### src/core/sirar_pkg.sv
// Register map, field layout, reset values and timing for the rate access regs
//
// How it works
// Pending bit 0 of command state is high while a table command runs.
// Write value bits 15:0 are stored into the selected table entry.
// A read command returns the selected entry in read value bits 15:0.
// Each port counter counts packets filtered at ingress on that port, except rate drops.
// Packets dropped by ingress rate limiting are never counted here.
// A counter read returns its value and clears it; reset value is zero.
// Counters saturate at all ones and stay until cleared by a read.
// Port 0 remap holds eight 3-bit fields; bits 3n+2:3n serve priority n.
// Queue selection uses the remapped priority, not the received one.
// Remap fields reset to identity, seven down to zero.
// Reserved upper bits read as zero and ignore writes.
// Command bit 7 read/write, bits 6:5 entry type, bits 4:0 rate index.
// Table holds 24 committed-rate entries plus two burst entries, 16 bits.
// Software waits for pending low, and loads write value before writing.
package sirar_pkg;

    // Register indices; byte address is four times the index
    localparam int          IDX_W            = 14;
    localparam logic [13:0] IDX_RATE_CMD     = 14'h184B;
    localparam logic [13:0] IDX_CMD_STATE    = 14'h184C;
    localparam logic [13:0] IDX_WRITE_VALUE  = 14'h184D;
    localparam logic [13:0] IDX_READ_VALUE   = 14'h184E;
    localparam logic [13:0] IDX_DROP_CNT0    = 14'h1850;
    localparam logic [13:0] IDX_DROP_CNT1    = 14'h1851;
    localparam logic [13:0] IDX_DROP_CNT2    = 14'h1852;
    localparam logic [13:0] IDX_PRIO_REMAP   = 14'h1855;

    // Command register fields
    localparam int          CMD_W            = 8;
    localparam int          CMD_RD_BIT       = 7;
    localparam int          CMD_TYPE_LSB     = 5;
    localparam int          CMD_ADDR_W       = 5;
    localparam logic [1:0]  TYPE_RESERVED    = 2'h0;
    localparam logic [1:0]  TYPE_RATE        = 2'h1;
    localparam logic [1:0]  TYPE_CBS         = 2'h2;
    localparam logic [1:0]  TYPE_EBS         = 2'h3;
    localparam int          PENDING_BIT      = 0;

    // Metering table
    localparam int          ENTRY_W          = 16;
    localparam int          RATE_ENTRIES     = 24;
    localparam logic [15:0] RATE_RST         = 16'h0014;
    localparam logic [15:0] BURST_RST        = 16'h0600;
    localparam logic [15:0] WRITE_VALUE_RST  = 16'h0000;

    // Counters and remap table
    localparam int          CNT_W            = 32;
    localparam int          PORTS            = 3;
    localparam int          PRIO_W           = 3;
    localparam int          REMAP_W          = 24;
    localparam logic [23:0] REMAP_RST        = 24'hFAC688;

    // Cycles a table command spends waiting before it executes
    localparam int          CMD_WAIT_CYCLES  = 3;

    typedef enum logic [1:0] {
        SIRAR_IDLE = 2'b00,
        SIRAR_WAIT = 2'b01,
        SIRAR_EXEC = 2'b11
    } sirar_state_t;

endpackage

### src/core/sirar_regs.sv
// APB register bank: rate table access, filtered counters, port 0 remap
`timescale 1ns/1ps
`default_nettype none
module sirar_regs
    import sirar_pkg::*;
#(
    parameter int CMD_CYCLES = sirar_pkg::CMD_WAIT_CYCLES
) (
    // Clock and reset
    input  wire logic                     clk,
    input  wire logic                     rst,
    input  wire logic                     ce,
    // APB slave
    input  wire logic [15:0]              paddr,
    input  wire logic                     psel,
    input  wire logic                     penable,
    input  wire logic                     pwrite,
    input  wire logic [31:0]              pwdata,
    output logic      [31:0]              prdata,
    output logic                          pready,
    output logic                          pslverr,
    // Ingress filter events, one bit per port
    input  wire logic [sirar_pkg::PORTS-1:0] port_filtered,
    input  wire logic [sirar_pkg::PORTS-1:0] port_rate_drop,
    // Port 0 priority regeneration
    input  wire logic                     rx_prio_valid,
    input  wire logic [2:0]               rx_prio,
    output logic                          queue_prio_valid,
    output logic      [2:0]               queue_prio
);
    import sirar_pkg::*;

    localparam int PEND_LAST = CMD_CYCLES;
    localparam logic [7:0] CNT_LAST = 8'(CMD_CYCLES - 1);

    function automatic logic hit(input logic [IDX_W-1:0] a,
                                 input logic [IDX_W-1:0] i);
        return a == i;
    endfunction

    function automatic logic [31:0] pad16(input logic [15:0] v);
        return {16'h0000, v};
    endfunction

    sirar_state_t             state_q;
    logic [7:0]               wait_q;
    logic [CMD_W-1:0]         cmd_q;
    logic [ENTRY_W-1:0]       wr_value_q;
    logic [ENTRY_W-1:0]       rd_value_q;
    logic [ENTRY_W-1:0]       rate_q [RATE_ENTRIES];
    logic [ENTRY_W-1:0]       cbs_q;
    logic [ENTRY_W-1:0]       ebs_q;
    logic [REMAP_W-1:0]       remap_q;
    logic [CNT_W-1:0]         cnt_q [PORTS];
    logic [31:0]              prdata_q;
    logic                     cap_q;
    logic                     mapped_q;
    logic                     queue_valid_q;
    logic [2:0]               queue_prio_q;

    logic [IDX_W-1:0]         idx;
    logic                     wr_done;
    logic                     rd_done;
    logic                     pend;
    logic                     issue;
    logic                     exec;
    logic                     exec_rd;
    logic [1:0]               exec_type;
    logic [CMD_ADDR_W-1:0]    exec_addr;
    logic                     rate_ok;
    logic [31:0]              rd_mux;
    logic                     rd_map;
    logic [PORTS-1:0]         cnt_clr;
    logic [PORTS-1:0]         cnt_inc;

    assign idx       = paddr[15:2];
    // Read data is captured one cycle ahead, so no data path runs from the
    // registers to prdata combinationally; the cost is that stalled ce
    // stretches the access phase
    assign pready    = psel && penable && cap_q && ce;
    assign pslverr   = pready && !mapped_q;
    assign prdata    = prdata_q;
    assign wr_done   = pready && pwrite && mapped_q;
    assign rd_done   = pready && !pwrite && mapped_q;

    assign pend      = (state_q != SIRAR_IDLE);
    assign issue     = wr_done && hit(idx, IDX_RATE_CMD) && !pend;
    assign exec      = (state_q == SIRAR_EXEC);
    assign exec_rd   = cmd_q[CMD_RD_BIT];
    assign exec_type = cmd_q[CMD_TYPE_LSB +: 2];
    assign exec_addr = cmd_q[CMD_ADDR_W-1:0];
    assign rate_ok   = (32'(exec_addr) < RATE_ENTRIES);

    // Read decode, evaluated in the setup cycle
    always_comb begin
        rd_mux = 32'h0000_0000;
        rd_map = 1'b1;
        case (idx)
            IDX_RATE_CMD:    rd_mux = {24'h000000, cmd_q};
            IDX_CMD_STATE:   rd_mux = {31'h0, pend};
            IDX_WRITE_VALUE: rd_mux = pad16(wr_value_q);
            IDX_READ_VALUE:  rd_mux = pad16(rd_value_q);
            IDX_DROP_CNT0:   rd_mux = cnt_q[0];
            IDX_DROP_CNT1:   rd_mux = cnt_q[1];
            IDX_DROP_CNT2:   rd_mux = cnt_q[2];
            IDX_PRIO_REMAP:  rd_mux = {8'h00, remap_q};
            default:         rd_map = 1'b0;
        endcase
    end

    // APB capture: one register cycle per transfer
    always_ff @(posedge clk or posedge rst) begin
        if (rst) begin
            cap_q    <= 1'b0;
            mapped_q <= 1'b0;
            prdata_q <= 32'h0000_0000;
        end else if (ce) begin
            if (pready) begin
                cap_q <= 1'b0;
            end else if (psel && !cap_q) begin
                cap_q    <= 1'b1;
                mapped_q <= rd_map;
                prdata_q <= pwrite ? 32'h0000_0000 : rd_mux;
            end
        end
    end

    // Software-written registers
    always_ff @(posedge clk or posedge rst) begin
        if (rst) begin
            cmd_q      <= '0;
            wr_value_q <= WRITE_VALUE_RST;
            remap_q    <= REMAP_RST;
        end else if (ce && wr_done) begin
            // A new command while one is pending is dropped
            if (issue) begin
                cmd_q <= pwdata[CMD_W-1:0];
            end
            if (hit(idx, IDX_WRITE_VALUE)) begin
                wr_value_q <= pwdata[ENTRY_W-1:0];
            end
            if (hit(idx, IDX_PRIO_REMAP)) begin
                remap_q <= pwdata[REMAP_W-1:0];
            end
        end
    end

    // Command sequencer
    always_ff @(posedge clk or posedge rst) begin
        if (rst) begin
            state_q <= SIRAR_IDLE;
            wait_q  <= 8'h00;
        end else if (ce) begin
            case (state_q)
                SIRAR_IDLE: begin
                    wait_q <= 8'h00;
                    if (issue) begin
                        state_q <= SIRAR_WAIT;
                    end
                end
                SIRAR_WAIT: begin
                    if (wait_q >= CNT_LAST) begin
                        state_q <= SIRAR_EXEC;
                    end else begin
                        wait_q <= wait_q + 8'h01;
                    end
                end
                SIRAR_EXEC: begin
                    state_q <= SIRAR_IDLE;
                end
                default: begin
                    state_q <= SIRAR_IDLE;
                end
            endcase
        end
    end

    // Metering table writes
    always_ff @(posedge clk or posedge rst) begin
        if (rst) begin
            for (int i = 0; i < RATE_ENTRIES; i++) begin
                rate_q[i] <= RATE_RST;
            end
            cbs_q <= BURST_RST;
            ebs_q <= BURST_RST;
        end else if (ce && exec && !exec_rd) begin
            case (exec_type)
                TYPE_RATE: begin
                    if (rate_ok) begin
                        rate_q[exec_addr] <= wr_value_q;
                    end
                end
                TYPE_CBS: cbs_q <= wr_value_q;
                TYPE_EBS: ebs_q <= wr_value_q;
                default: begin
                end
            endcase
        end
    end

    // Metering table reads; reserved type or bad index returns zero
    always_ff @(posedge clk or posedge rst) begin
        if (rst) begin
            rd_value_q <= '0;
        end else if (ce && exec && exec_rd) begin
            case (exec_type)
                TYPE_RATE: rd_value_q <= rate_ok ? rate_q[exec_addr] : '0;
                TYPE_CBS: rd_value_q <= cbs_q;
                TYPE_EBS: rd_value_q <= ebs_q;
                default:  rd_value_q <= '0;
            endcase
        end
    end

    // Filtered-packet counters
    for (genvar p = 0; p < PORTS; p++) begin : g_cnt
        // Rate-limit drops are counted by the meter, not here
        assign cnt_inc[p] = port_filtered[p] && !port_rate_drop[p];
        assign cnt_clr[p] = rd_done && hit(idx, IDX_DROP_CNT0 + 14'(p));
        sirar_sat_cnt #(
            .W       (CNT_W)
        ) u_cnt (
            .clk     (clk),
            .rst     (rst),
            .ce      (ce),
            .inc     (cnt_inc[p]),
            .clr     (cnt_clr[p]),
            .snap    (prdata_q),
            .count_q (cnt_q[p])
        );
    end

    // Priority regeneration for output queue selection
    always_ff @(posedge clk or posedge rst) begin
        if (rst) begin
            queue_valid_q <= 1'b0;
            queue_prio_q  <= 3'h0;
        end else if (ce) begin
            queue_valid_q <= rx_prio_valid;
            if (rx_prio_valid) begin
                queue_prio_q <= remap_q[5'(rx_prio) * 5'd3 +: PRIO_W];
            end
        end
    end

    assign queue_prio_valid = queue_valid_q;
    assign queue_prio       = queue_prio_q;
endmodule
`default_nettype wire

### src/core/sirar_sat_cnt.sv
// Saturating clear-on-read packet counter
`timescale 1ns/1ps
`default_nettype none
module sirar_sat_cnt #(
    parameter int W = 32
) (
    // Clock and reset
    input  wire logic         clk,
    input  wire logic         rst,
    input  wire logic         ce,
    // Events
    input  wire logic         inc,
    input  wire logic         clr,
    input  wire logic [W-1:0] snap,
    // Count
    output logic      [W-1:0] count_q
);
    logic [W-1:0] base;
    logic [W-1:0] count_d;

    // Clearing subtracts the value that was read, so events that arrive
    // between the read capture and the clear are kept
    always_comb begin
        base    = clr ? count_q - snap : count_q;
        count_d = base;
        if (inc && (base != {W{1'b1}})) begin
            count_d = base + {{(W-1){1'b0}}, 1'b1};
        end
    end

    always_ff @(posedge clk or posedge rst) begin
        if (rst) begin
            count_q <= '0;
        end else if (ce) begin
            count_q <= count_d;
        end
    end
endmodule
`default_nettype wire

### config.mk
export PLATFORM = sky130hd
export DESIGN_NAME = sirar_regs
export DESIGN_NICKNAME = d
export VERILOG_FILES = /design/src/core/sirar_pkg.sv /design/src/core/sirar_regs.sv /design/src/core/sirar_sat_cnt.sv
export SDC_FILE = /design/constraint.sdc
export NUM_CORES = 2
export LEC_CHECK = 0
export ABC_CLOCK_PERIOD_IN_PS = 54400
export BUFFER_PORTS_ARGS = -buffer_cell sky130_fd_sc_hd__buf_2
export CORE_MARGIN = 2
export CORE_UTILIZATION = 60
export CTS_CLUSTER_SIZE = 30
export DETAILED_ROUTE_END_ITERATION = 10
export GPL_ROUTABILITY_DRIVEN = 1
export HOLD_SLACK_MARGIN = 0.1
export PLACE_DENSITY = 0.86
export SLEW_MARGIN = 10
export SYNTH_ARGS = -nofsm -noshare
export SYNTH_HDL_FRONTEND = slang
export SYNTH_SLANG_ARGS = --single-unit
### constraint.sdc
create_clock -name clk -period 54.4 [get_ports clk]
set_clock_uncertainty 0.15 [all_clocks]
set_input_delay 10.88 -clock clk [delete_from_list [all_inputs] [get_ports clk]]
set_output_delay 10.88 -clock clk [all_outputs]
set_load 0.05 [all_outputs]
==> flow_summary.json <==
{
  "status": "complete, no violations",
  "cts_resized": 0,
  "peakVddDrop_mv": 0.0286,
  "ant_nets": 0,
  "fin_area_um2": 41900,
  "wire_per_inst_um": 26.7,
  "synth.area.top_cells": "dfrtp_1, mux2_2, mux4_2",
  "drt_drc_violations_left": 0,
  "die_area_um2": 66100,
  "first_pass_iters": 11,
  "synth_top_area_share_pct": 36.5,
  "grt_setup_unrepaired": "false",
  "antenna_found_initial": 12,
  "slew_viol_final": 0,
  "postCtsHoldBufs": 0,
  "max_freq_mhz": 43.1,
  "syn_area_per_cell_um2": 10.7,
  "arrival_ns": 12.19,
  "period_needed_ns": 23.22,
  "postSynthCellCount": 3595,
  "fp.dieH_um": 257,
  "grt_pass1_wl_um": 183000,
  "setup_viol": 0,
  "ys_ff_latch": 624,
  "placed_cell_area_um2": 39400,
  "die_w_um": 257,
  "leakagePower_nw": 18.8,
  "cts.path.max_buffers": 3,
  "htree_levels": 3,
  "grt_pass1_vias": 30900,
  "drv_cap": 0,
  "place_congestion": 1.00,
  "viasPerCell": 7.01,
  "async_flop_share_pct": 100,
  "syn_to_final_growth_pct": 8.98,
  "cpPeakStageDelay_ns": 0.43,
  "cp_cell_sequence": "buf_4 > and4_1 > nor2b_1 > buf_2",
  "cts_tree": "done",
  "start_util_pct": 60.8,
  "cts_buffers": 69,
  "hold_slack_ns": 0.331,
  "syn-cell-area_um2": 38400,
  "rows": 92,
  "synth_area_leader_cell": "dfrtp_1",
  "clock_sinks": 624,
  "root_buffer": "clkbuf_16",
  "drtIter0Drc": 3164,
  "grt_overflow": 0,
  "start_kind": "input port",
  "criticalPathCategory": "in -> out",
  "tns_ns": 0,
  "synth_edf_count": 0,
  "worstSetupEndpointType": "output pin",
  "fin_nets": 3719,
  "yosysWarnings": 0,
  "routed_wl_um": 119000,
  "hold_violations": 0,
  "vias": 31300,
  "cp_max_fo": 41,
  "yosysSeqAreaShare_pct": 40.9,
  "clkSlewWorstSetupHoldPaths_ns": 0.06,
  "track_usage_pct": 35.8,
  "worst_slew_pin_slew_ns": 1.28,
  "synth_fp_nets": 3763,
  "yosysMostFrequentCell": "dfrtp_1",
  "path_buf_inv": 2,
  "synth_cell_types": 108,
  "maxSlewHeadroom_pct": 14.1,
  "fin_crit_sh_pct": 42.7,
  "drive_gt1_share_pct": 27.9,
  "grt_max_degree": 185,
  "cp_top_family": "buffers and inverters",
  "cp.required_ns": 43.37,
  "clkLatencyLatePin_ns": 0.65,
  "hpwl_um": 80500,
  "fp.coreArea_um2": 63200,
  "synth_ff_type": "dfrtp_1",
  "crit_slowest_cell": "and4_1",
  "postCtsSetupBuffers": 0,
  "hold_path.class": "reg -> reg",
  "portBuffers": 91,
  "power_density_nw_per_um2": 26.4,
  "io_pins": 102,
  "synth_common_cells": "dfrtp_1, mux2_2, nand2_1"
}
-- through the flow --
| stage | power (mW) | std cells | utilization [%] | setup slack, ns |
|---|---|---|---|---|
| 4_1_cts | 1.11 | 4450 | 66.2 | 31.21 |
| 5_1_grt | 1.14 | 4452 | 66.2 | 31.12 |
| 3_3_place_gp | 0.607 | 4326 | 62.4 | 31.23 |
| 6_report | 1.11 | 4458 | 66.3 | 31.18 |
| 2_1_floorplan | 0.576 | 3595 | - | 26.00 |
| 3_5_place_dp | 0.608 | 4326 | 62.4 | 31.22 |
-- layer usage --
metal	routed length [um]	up-vias	GRT usage (%)
met4	9050	10	24.1
met2	55300	1771	57.2
li1	-	13500	-
met5	66	-	0
met3	10100	522	7.66
met1	44400	15500	43.8
-- registers in the layout (all words and copies together), names as in the netlist --
signal               flops
rate_q                 384
queue_prio               3
prdata                  32
g_cnt.u_cnt.count_q     96
cbs_q                   16
state_q                  2
cap_q                    1
ebs_q                   16
queue_prio_valid         1
rd_value_q              16
wait_q                   8
cmd_q                    8
mapped_q                 1
wr_value_q              16
remap_q                 24
-- placed cells by master (no fill, tap or decap), drive strengths merged, types with 37 or more instances in the layout --
master and count:
or3 37, mux2 524, a22oi 70, mux4 102, nor3 49, ha 101, o21ai 187, nor2 145
nand2 294, mux2i 37, o21a 39, nor2b 37, a31oi 43, clkbuf 96, and3 47, buf 141
dfrtp 560, nand3 89, dfstp 64, xnor2 70, a21oi 159, a211oi 46, xor2 47, a21o 37
inv 75, nand4 49
-- worst register-to-register path: stages, from the launching register on --
cell and delay, ns:
dfrtp_1 0.65, ha_1 0.24, inv_1 0.05, fa_1 0.43
a211o_1 0.36, a211oi_1 0.60, or3_1 0.32, a31oi_1 0.24
a211oi_1 0.50, mux2i_1 0.31, o2111ai_1 0.22, a2111oi_4 0.63
a21oi_1 0.33, buf_4 0.27, and3_1 0.21, xor2_1 0.15
a221o_1 0.34
-- logic make-up after synthesis --
kind of cell             synth area share (%)
AO/OA/AOI/OAI                            15.1
XOR/XNOR                                 2.67
adder cells (fa/ha/maj)                  3.45
buffers and inverters                    3.35
flip-flops                               40.9
multiplexers                             22.3
AND/OR/NAND/NOR                          12.3
-- final cells by class --
class,count,area (um^2)
antenna,8,20.0
sequential,624,15700
clock inverter,28,454
clock buffer,96,1990
tap,846,1060
multi-input combinational,2641,21500
inverter,74,285
fill,4479,21300
timing repair buffer,141,858
-- where the power goes --
part           leakage, nW  total, mW  internal, mW  switching [mW]
logic                 9.21      0.124        0.0455          0.0785
registers             8.41      0.479         0.469          0.0103
clock network         1.19      0.503         0.293           0.210
total                 18.8       1.11         0.807           0.299
-- path summary, 6_finish.rpt --
kind | endpoint | from | cells after the start | slack [ns]
worst min-delay path | rd_value_q[4] | rd_value_q[4] | 2 | 0.33
worst max register to register | g_cnt[0].u_cnt.count_q[6] | prdata[0] | 16 | 48.30
max in group asynchronous | g_cnt[2].u_cnt.count_q[22] | rst | 5 | 40.66
worst min register to register | rd_value_q[4] | rd_value_q[4] | 2 | 0.33
worst max-delay path | pslverr | ce | 4 | 31.18
min in group asynchronous | rate_q[76] | rst | 2 | 10.29
Note: power is estimated with default switching activity, not from simulation.
